==> src/wakeup_timer_pkg.sv <==
// Constants, register map and state types for the wake-up timer status block
// Function
// - Interval register holds a 12-bit wake-up interval; upper twenty bits reserved.
// - Compare fields B to D are 32 bits, split into low and high 16-bit words; field A is a 32-bit input.
// - Enable bit 4 allows rollover interrupt, free running mode only, default off.
// - Enable bits 0 to 3 allow compare interrupts A to D, default off.
// - Status bit 8 rises on enable change, falls once the slow domain applied it.
// - Status bit 7 sets on low count read, clears on high count read.
// - Status bit 6 shows a wake request while any slow-domain flag is pending.
// - Rollover flag sets when enabled and the free running counter is all ones.
// - Status bits 0 to 3 set on compare match A to D when enabled.
// - Compare flags clear only through a one on the irq_clear input.
// - Periodic mode counts up to field D; free running wraps all ones to zero.
// - A clear bit clears its flag after synchronisation; pending clears then reload from irq_clear.
package wakeup_timer_pkg;
    localparam int CLK_HZ = 10000000;
    localparam int SLOW_HZ = 32768;
    localparam logic [8:0] SLOW_TICK_CYCLES = 9'(CLK_HZ / SLOW_HZ);

    localparam logic [31:0] ADDR_INTERVAL = 32'h4000250c;
    localparam logic [31:0] ADDR_CMP_B_LOW = 32'h40002510;
    localparam logic [31:0] ADDR_CMP_B_HIGH = 32'h40002514;
    localparam logic [31:0] ADDR_CMP_C_LOW = 32'h40002518;
    localparam logic [31:0] ADDR_CMP_C_HIGH = 32'h4000251c;
    localparam logic [31:0] ADDR_CMP_D_LOW = 32'h40002520;
    localparam logic [31:0] ADDR_CMP_D_HIGH = 32'h40002524;
    localparam logic [31:0] ADDR_IRQ_ENABLE = 32'h40002528;
    localparam logic [31:0] ADDR_STATUS = 32'h4000252c;
    localparam logic [31:0] ADDR_EVENT_STATUS = 32'h40002544;
    localparam logic [31:0] ADDR_EVENT_MASK = 32'h40002548;

    localparam logic [11:0] RST_INTERVAL = 12'h0c8;
    localparam logic [31:0] RST_CMP_B = 32'h00001fff;
    localparam logic [31:0] RST_CMP_C = 32'h00002fff;
    localparam logic [31:0] RST_CMP_D = 32'h00003fff;
    localparam logic [4:0] RST_IRQ_ENABLE = 5'h00;

    localparam int INTERVAL_W = 12;
    localparam int FLAG_W = 5;
    localparam int EVENT_W = 6;
    localparam int ROLL_BIT = 4;
    localparam int ST_WAKE = 6;
    localparam int ST_FREEZE = 7;
    localparam int ST_SYNC_PEND = 8;
    localparam int EV_SYNC_DONE = 5;

    typedef struct packed {
        logic [8:0] div;
        logic tick;
        logic run;
        logic [31:0] count;
        logic [3:0] hit;
        logic roll;
    } core_s;

    typedef struct packed {
        logic en_d;
        logic sync_pend;
        logic freeze;
        logic [11:0] interval;
        logic [31:0] cmp_b;
        logic [31:0] cmp_c;
        logic [31:0] cmp_d;
        logic [4:0] ien;
        logic [4:0] raw;
        logic [4:0] clr_pend;
        logic [4:0] flag;
        logic wake;
        logic [31:0] snap;
        logic [5:0] ev_status;
        logic [5:0] ev_mask;
        logic [31:0] rdata;
    } regs_s;
endpackage

==> src/slow_link.sv <==
// Signals between the register side and the slow counting core
`timescale 1ns/10ps
`default_nettype none
interface slow_link;
    logic run_req;
    logic free_run;
    logic [3:0][31:0] cmp;
    logic tick;
    logic run;
    logic [31:0] count;
    logic [3:0] hit;
    logic roll;

    modport core (input run_req, free_run, cmp, output tick, run, count, hit, roll);
    modport host (output run_req, free_run, cmp, input tick, run, count, hit, roll);
endinterface
`default_nettype wire

==> src/wakeup_timer_compare_status.sv <==
// Wake-up timer interval, compare fields, interrupt enables and status
//
// Decided for this implementation: strobed register access.
`timescale 1ns/10ps
`default_nettype none
module wakeup_timer_compare_status (
    input wire logic clk,
    input wire logic srst,
    input wire logic [31:0] reg_addr,
    input wire logic [31:0] reg_wdata,
    input wire logic reg_write,
    input wire logic reg_read,
    output logic [31:0] reg_rdata,
    input wire logic timer_enable,
    input wire logic free_run_mode,
    input wire logic [31:0] compare_field_a,
    input wire logic count_value_low_read,
    input wire logic count_value_high_read,
    input wire logic [wakeup_timer_pkg::FLAG_W-1:0] irq_clear,
    output logic [31:0] count_value,
    output logic wake_request,
    output logic irq
);
    import wakeup_timer_pkg::*;

    regs_s s;
    regs_s next_s;
    logic [4:0] flag_set;
    logic [EVENT_W-1:0] events;
    logic wr_int;
    logic wr_ien;
    logic sync_done;
    logic [31:0] status_word;
    logic addr_mapped;

    slow_link link ();

    slow_counter_core u_core (
        .clk(clk),
        .srst(srst),
        .link(link)
    );

    assign link.run_req = timer_enable;
    assign link.free_run = free_run_mode;
    assign link.cmp = {s.cmp_d, s.cmp_c, s.cmp_b, compare_field_a};

    // Compare and rollover hits gated by their enables
    assign flag_set[3:0] = link.hit & s.ien[3:0];
    assign flag_set[ROLL_BIT] = link.roll & s.ien[ROLL_BIT];

    assign wr_int = reg_write && (reg_addr == ADDR_INTERVAL);
    assign wr_ien = reg_write && (reg_addr == ADDR_IRQ_ENABLE);

    // Handover completes in the cycle the applied run state catches up with the enable
    assign sync_done = s.sync_pend & (link.run == s.en_d) & (timer_enable == s.en_d);

    // Newly visible flags and completion of an enable handover raise events
    assign events = {sync_done, (s.raw & ~s.flag)};

    // Status word built from its field positions; bit 5 and the upper bits stay zero
    always_comb
    begin
        status_word = 32'h0;
        status_word[FLAG_W-1:0] = s.flag;
        status_word[ST_WAKE] = s.wake;
        status_word[ST_FREEZE] = s.freeze;
        status_word[ST_SYNC_PEND] = s.sync_pend;
    end

    // Decode of the addresses this block answers; all others read zero
    always_comb
    begin
        case (reg_addr)
            ADDR_INTERVAL, ADDR_CMP_B_LOW, ADDR_CMP_B_HIGH, ADDR_CMP_C_LOW, ADDR_CMP_C_HIGH,
            ADDR_CMP_D_LOW, ADDR_CMP_D_HIGH, ADDR_IRQ_ENABLE, ADDR_STATUS, ADDR_EVENT_STATUS,
            ADDR_EVENT_MASK:
            begin
                addr_mapped = 1'b1;
            end
            default:
            begin
                addr_mapped = 1'b0;
            end
        endcase
    end

    always_comb
    begin
        next_s = s;
        next_s.rdata = 32'h0;
        next_s.en_d = timer_enable;

        // Handover flag rises on any enable change, falls once applied
        if (timer_enable != s.en_d)
        begin
            next_s.sync_pend = 1'b1;
        end
        else if (link.run == s.en_d)
        begin
            next_s.sync_pend = 1'b0;
        end

        if (count_value_high_read)
        begin
            next_s.freeze = 1'b0;
        end
        else if (count_value_low_read)
        begin
            next_s.freeze = 1'b1;
        end
        if (!s.freeze)
        begin
            next_s.snap = link.count;
        end

        // Clear requests wait for the next slow edge, then restart from the irq_clear requests of that cycle
        if (link.tick)
        begin
            next_s.raw = (s.raw & ~s.clr_pend) | flag_set;
            next_s.clr_pend = irq_clear;
        end
        else
        begin
            next_s.raw = s.raw | flag_set;
            next_s.clr_pend = s.clr_pend | irq_clear;
        end
        next_s.flag = s.raw;
        next_s.wake = |s.raw;

        next_s.ev_status = s.ev_status | events;

        if (reg_write)
        begin
            case (reg_addr)
                ADDR_INTERVAL:
                begin
                    next_s.interval = reg_wdata[INTERVAL_W-1:0];
                end
                ADDR_CMP_B_LOW:
                begin
                    next_s.cmp_b[15:0] = reg_wdata[15:0];
                end
                ADDR_CMP_B_HIGH:
                begin
                    next_s.cmp_b[31:16] = reg_wdata[15:0];
                end
                ADDR_CMP_C_LOW:
                begin
                    next_s.cmp_c[15:0] = reg_wdata[15:0];
                end
                ADDR_CMP_C_HIGH:
                begin
                    next_s.cmp_c[31:16] = reg_wdata[15:0];
                end
                ADDR_CMP_D_LOW:
                begin
                    next_s.cmp_d[15:0] = reg_wdata[15:0];
                end
                ADDR_CMP_D_HIGH:
                begin
                    next_s.cmp_d[31:16] = reg_wdata[15:0];
                end
                ADDR_IRQ_ENABLE:
                begin
                    next_s.ien = reg_wdata[FLAG_W-1:0];
                end
                ADDR_EVENT_STATUS:
                begin
                    // Set wins over a write-one clear in the same cycle
                    next_s.ev_status = (s.ev_status & ~reg_wdata[EVENT_W-1:0]) | events;
                end
                ADDR_EVENT_MASK:
                begin
                    next_s.ev_mask = reg_wdata[EVENT_W-1:0];
                end
                default:
                begin
                    next_s.ev_mask = s.ev_mask;
                end
            endcase
        end

        if (reg_read)
        begin
            case (reg_addr)
                ADDR_INTERVAL:
                begin
                    next_s.rdata = {20'h0, s.interval};
                end
                ADDR_CMP_B_LOW:
                begin
                    next_s.rdata = {16'h0, s.cmp_b[15:0]};
                end
                ADDR_CMP_B_HIGH:
                begin
                    next_s.rdata = {16'h0, s.cmp_b[31:16]};
                end
                ADDR_CMP_C_LOW:
                begin
                    next_s.rdata = {16'h0, s.cmp_c[15:0]};
                end
                ADDR_CMP_C_HIGH:
                begin
                    next_s.rdata = {16'h0, s.cmp_c[31:16]};
                end
                ADDR_CMP_D_LOW:
                begin
                    next_s.rdata = {16'h0, s.cmp_d[15:0]};
                end
                ADDR_CMP_D_HIGH:
                begin
                    next_s.rdata = {16'h0, s.cmp_d[31:16]};
                end
                ADDR_IRQ_ENABLE:
                begin
                    next_s.rdata = {27'h0, s.ien};
                end
                ADDR_STATUS:
                begin
                    next_s.rdata = status_word;
                end
                ADDR_EVENT_STATUS:
                begin
                    next_s.rdata = {26'h0, s.ev_status};
                end
                ADDR_EVENT_MASK:
                begin
                    next_s.rdata = {26'h0, s.ev_mask};
                end
                default:
                begin
                    next_s.rdata = 32'h0;
                end
            endcase
        end
    end

    always_ff @(posedge clk)
    begin
        if (srst)
        begin
            s <= '0;
            s.interval <= RST_INTERVAL;
            s.cmp_b <= RST_CMP_B;
            s.cmp_c <= RST_CMP_C;
            s.cmp_d <= RST_CMP_D;
            s.ien <= RST_IRQ_ENABLE;
        end
        else
        begin
            s <= next_s;
        end
    end

    assign reg_rdata = s.rdata;
    assign count_value = s.snap;
    assign wake_request = s.wake;
    assign irq = |(s.ev_status & s.ev_mask);
endmodule
`default_nettype wire

==> src/slow_counter_core.sv <==
// Slow-rate counter: tick divider, 32-bit count, compare and rollover pulses
`timescale 1ns/10ps
`default_nettype none
module slow_counter_core (
    input wire logic clk,
    input wire logic srst,
    slow_link.core link
);
    import wakeup_timer_pkg::*;

    core_s s;
    core_s next_s;
    logic [3:0] eq;

    genvar i;
    generate
        for (i = 0; i < 4; i++)
        begin : g_cmp
            assign eq[i] = (s.count == link.cmp[i]);
        end
    endgenerate

    always_comb
    begin
        next_s = s;
        next_s.tick = 1'b0;
        next_s.hit = 4'h0;
        next_s.roll = 1'b0;
        if (s.div == SLOW_TICK_CYCLES - 9'h001)
        begin
            next_s.div = 9'h000;
            next_s.tick = 1'b1;
        end
        else
        begin
            next_s.div = s.div + 9'h001;
        end
        if (s.tick)
        begin
            next_s.run = link.run_req;
            if (s.run)
            begin
                next_s.hit = eq;
                next_s.roll = link.free_run && (s.count == 32'hffffffff);
                if (link.free_run)
                begin
                    next_s.count = s.count + 32'h00000001;
                end
                else if (s.count >= link.cmp[3])
                begin
                    next_s.count = 32'h00000000;
                end
                else
                begin
                    next_s.count = s.count + 32'h00000001;
                end
            end
        end
    end

    always_ff @(posedge clk)
    begin
        if (srst)
        begin
            s <= '0;
        end
        else
        begin
            s <= next_s;
        end
    end

    assign link.tick = s.tick;
    assign link.run = s.run;
    assign link.count = s.count;
    assign link.hit = s.hit;
    assign link.roll = s.roll;
endmodule
`default_nettype wire

==> config.mk <==
export PLATFORM = sky130hd
export DESIGN_NAME = wakeup_timer_compare_status
export DESIGN_NICKNAME = d
export VERILOG_FILES = /design/src/wakeup_timer_pkg.sv /design/src/slow_link.sv /design/src/wakeup_timer_compare_status.sv /design/src/slow_counter_core.sv
export SDC_FILE = /design/constraint.sdc
export NUM_CORES = 1
export LEC_CHECK = 0
export BUFFER_PORTS_ARGS = -buffer_cell sky130_fd_sc_hd__buf_2
export CORE_ASPECT_RATIO = 0.6
export CORE_MARGIN = 2
export CORE_UTILIZATION = 58
export CTS_CLUSTER_DIAMETER = 50
export DETAILED_ROUTE_END_ITERATION = 12
export PLACE_DENSITY_LB_ADDON = 0.12
export SYNTH_ARGS = -nofsm -noshare
export SYNTH_HDL_FRONTEND = slang
export SYNTH_HIERARCHICAL = 1
export SYNTH_SLANG_ARGS = --single-unit
==> constraint.sdc <==
create_clock -name clk -period 3.3 [get_ports clk]
set_clock_uncertainty 0.1 [all_clocks]
set_input_delay 0.165 -clock clk [delete_from_list [all_inputs] [get_ports clk]]
set_output_delay 0.165 -clock clk [all_outputs]
set_load 0.01 [all_outputs]
==> results.sh <==
export IMPL_run_status="finished, final reports clean"
export IMPL_synthTopCellsByCount="dfxtp_1 (240), nor2_1 (172), buf_4 (109), mux2i_1 (106), xnor2_1 (86)"
export IMPL_drcViolationCount=0
export IMPL_synth_top_cells_by_area="dfxtp_1 (38%), mux2i_1 (8.3%), buf_4 (6.4%)"
export IMPL_ctsRootBufferMaster="clkbuf_16"
export IMPL_area_delta_synth_final_pct=11.8
export IMPL_gp_congestion=0.982
export IMPL_overflow=0
export IMPL_tns_ns=0
export IMPL_clock_sinks=240
export IMPL_drtAntennaViolNets=0
export IMPL_relSlewSlack_pct=29.6
export IMPL_drive_gt1_share_pct=18.0
export IMPL_seqPwrFrac_pct=48.4
export IMPL_slowest_delay_ns=0.75
export IMPL_wirelength_um=39500
export IMPL_crit_arrival_ns=3.43
export IMPL_start_util_pct=59.8
export IMPL_antenna_found_initial=2
export IMPL_cts_tree="built"
export IMPL_required_ns=3.62
export IMPL_yosys_register_bits=240
export IMPL_grt_use_total_pct=33.7
export IMPL_design_area_sq_um=14200
export IMPL_fin_cells=1772
export IMPL_die_w_um=195
export IMPL_min_period_ns=3.11
export IMPL_port_buffer_count=142
export IMPL_numCtsBuffers=23
export IMPL_power_density_nw_per_um2=424
export IMPL_cp_slowest_cell="o311ai_4"
export IMPL_clock_fmax_mhz=321
export IMPL_grt_pass1_vias=10200
export IMPL_yosysSeqAreaShare_pct=37.7
export IMPL_clkPwrFrac_pct=46.8
export IMPL_dr_total_vias=10700
export IMPL_holdWs_ns=0.0911
export IMPL_setup_violations=0
export IMPL_place_area_sq_um=13100
export IMPL_synth_top_area_cell="dfxtp_1"
export IMPL_path_clk_slew_ns=0.07
export IMPL_drt_iter0_drc=1349
export IMPL_p_leak_nw=5.80
export IMPL_dieArea_sq_um=23200
export IMPL_dp_hpwl_um=28000
export IMPL_via_per_inst=6.04
export IMPL_synth_area_per_cell_sq_um=9.07
export IMPL_cp_end_kind="flip-flop"
export IMPL_crit_fanout=20
export IMPL_layout_nets=1620
export IMPL_synth_enable_flop_cells=0
export IMPL_rsz0062_at_grt="no"
export IMPL_ios=175
export IMPL_clk_latency_ns=0.53
export IMPL_wl_per_cell_um=22.3
export IMPL_cts_setup_buffers=0
export IMPL_synthCells=1404
export IMPL_synth_top_flop_cell="dfxtp_1"
export IMPL_synthArstFlopShare_pct=0
export IMPL_mappedNetlistArea_sq_um=12700
export IMPL_finalPower_mw=6.03
export IMPL_row_count=41
export IMPL_ys_types=66
export IMPL_p_sw_share_pct=22.7
export IMPL_post_route_period_util_pct=94.3
export IMPL_startpoint_type="flip-flop"
export IMPL_min_path_type="input pin to flip-flop"
export IMPL_p_int_mw=4.67
export IMPL_fp_coreArea_sq_um=21300
export IMPL_comb_power_share_pct=4.8
export IMPL_grt_max_degree=148
export IMPL_path_cells="inv_1 -> ha_1 -> nand4_1 -> nor4b_1 -> nand3_1 -> o2111a_1 -> o311ai_4 -> buf_4 -> nor2_1"
export IMPL_p_sw_mw=1.37
export IMPL_fp_dieH_um=119
export IMPL_tightest_slew_ns=1.06
export IMPL_yosysWarnings=6
export IMPL_vdd_ir_drop_max_v=0.000378
export IMPL_finalMaxSlewViolations=0
export IMPL_htreeDepth=1
export IMPL_dp_cells=1697
export IMPL_grt_pass1_wl_um=59700
export IMPL_path_class="flip-flop to flip-flop"
export IMPL_max_cap_violations=0
export IMPL_hold_violations=0
export IMPL_dr_pass1_iters=7
export IMPL_synth_most_common_cell="dfxtp_1"
export IMPL_yosysTopAreaCellShare_pct=37.7
export IMPL_clk_path_buf_depth=3
==> stage by stage <==
step           utilization (%)  setup WS, ns
2_1_floorplan                -         0.933
3_3_place_gp              61.6         0.357
3_5_place_dp              61.6         0.316
4_1_cts                   66.9         0.153
5_1_grt                   66.9        0.0413
6_report                  66.9         0.187
==> power groups by stage <==
stage	combinational, mW	clock (mW)	sequential, mW
6_report	0.290	2.83	2.92
3_3_place_gp	0.252	0	2.98
4_1_cts	0.283	2.84	2.92
5_1_grt	0.309	2.96	2.92
3_5_place_dp	0.255	0	2.98
2_1_floorplan	0.152	0	2.98
==> timing repair <==
item                                    in CTS  in global routing
resized for setup                            0                  1
endpoints found under the setup margin       0                  1
hold endpoints to repair                   144                  0
hold buffers                                33                  0
==> cells in the final DEF (no fill, tap or decap), types with 30 or more instances in the layout <==
master / instances
ha_1: 35
dlygate4sd3_1: 33
nand3_1: 30
nor2_1: 171
a22oi_1: 40
nand4_1: 43
inv_1: 53
dfxtp_1: 239
nor2b_1: 53
buf_4: 58
buf_2: 141
xnor2_1: 86
xor2_1: 51
mux2i_1: 106
nand2_1: 45
a21oi_1: 36
a211o_1: 43
==> layout make-up <==
cell class / count / area [sq um]
antenna: 1 / 2.50
clock buffer: 29 / 618
clock inverter: 12 / 171
fill: 1760 / 7050
inverter: 53 / 199
multi-input combinational: 924 / 6590
sequential: 240 / 4810
tap: 279 / 349
timing repair buffer: 234 / 1500
==> kinds of logic after synthesis <==
kind of cell               count (synthesis)  synth area share (%)
AOI/OAI and AO/OA                        194                  11.5
xor gates and xnor gates                 137                  9.42
adders and majority gates                 35                  3.44
buffers and inverters                    255                  11.4
DFF                                      240                  37.7
muxes                                    106                  8.33
other                                      1                0.0294
and+or+nand+nor                          436                  18.2
==> sequential cells by signal, indices dropped and copies added, names as in the netlist <==
| name | cells |
|---|---|
| wake_request | 1 |
| reg_rdata | 16 |
| u_core/s | 9 |
| u_core/link.roll | 1 |
| u_core/link.hit | 4 |
| u_core/link.run | 1 |
| link.cmp | 96 |
| s | 42 |
| count_value | 32 |
| u_core/link.count | 32 |
| u_core/link.tick | 1 |
| next_s | 5 |
==> final timing paths <==
check / cells past startpoint / startpoint / end / slack [ns]
worst max-delay path: 9 / link.cmp[123] / u_core/link.count[27] / 0.19
worst min-delay path: 4 / reg_read / reg_rdata[13] / 0.09
worst max register to register: 9 / link.cmp[123] / u_core/link.count[27] / 0.19
worst min register to register: 1 / u_core/s[39] / u_core/s[39] / 0.38
==> critical path: cells and delay by family, from the launching register on <==
kind	cells	cell delay (ns)
AOI/OAI and AO/OA	2	0.95
and+or+nand+nor	4	0.92
DFF	1	0.35
buffers and inverters	2	0.34
adders and majority gates	1	0.33
==> per-layer routing <==
layer	track usage [%]	routed length [um]
met3	9.42	4910
met1	50.1	17700
met4	7.73	804
met5	0	0
met2	47.8	16100
No activity file was read; power rests on OpenSTA's default activity.
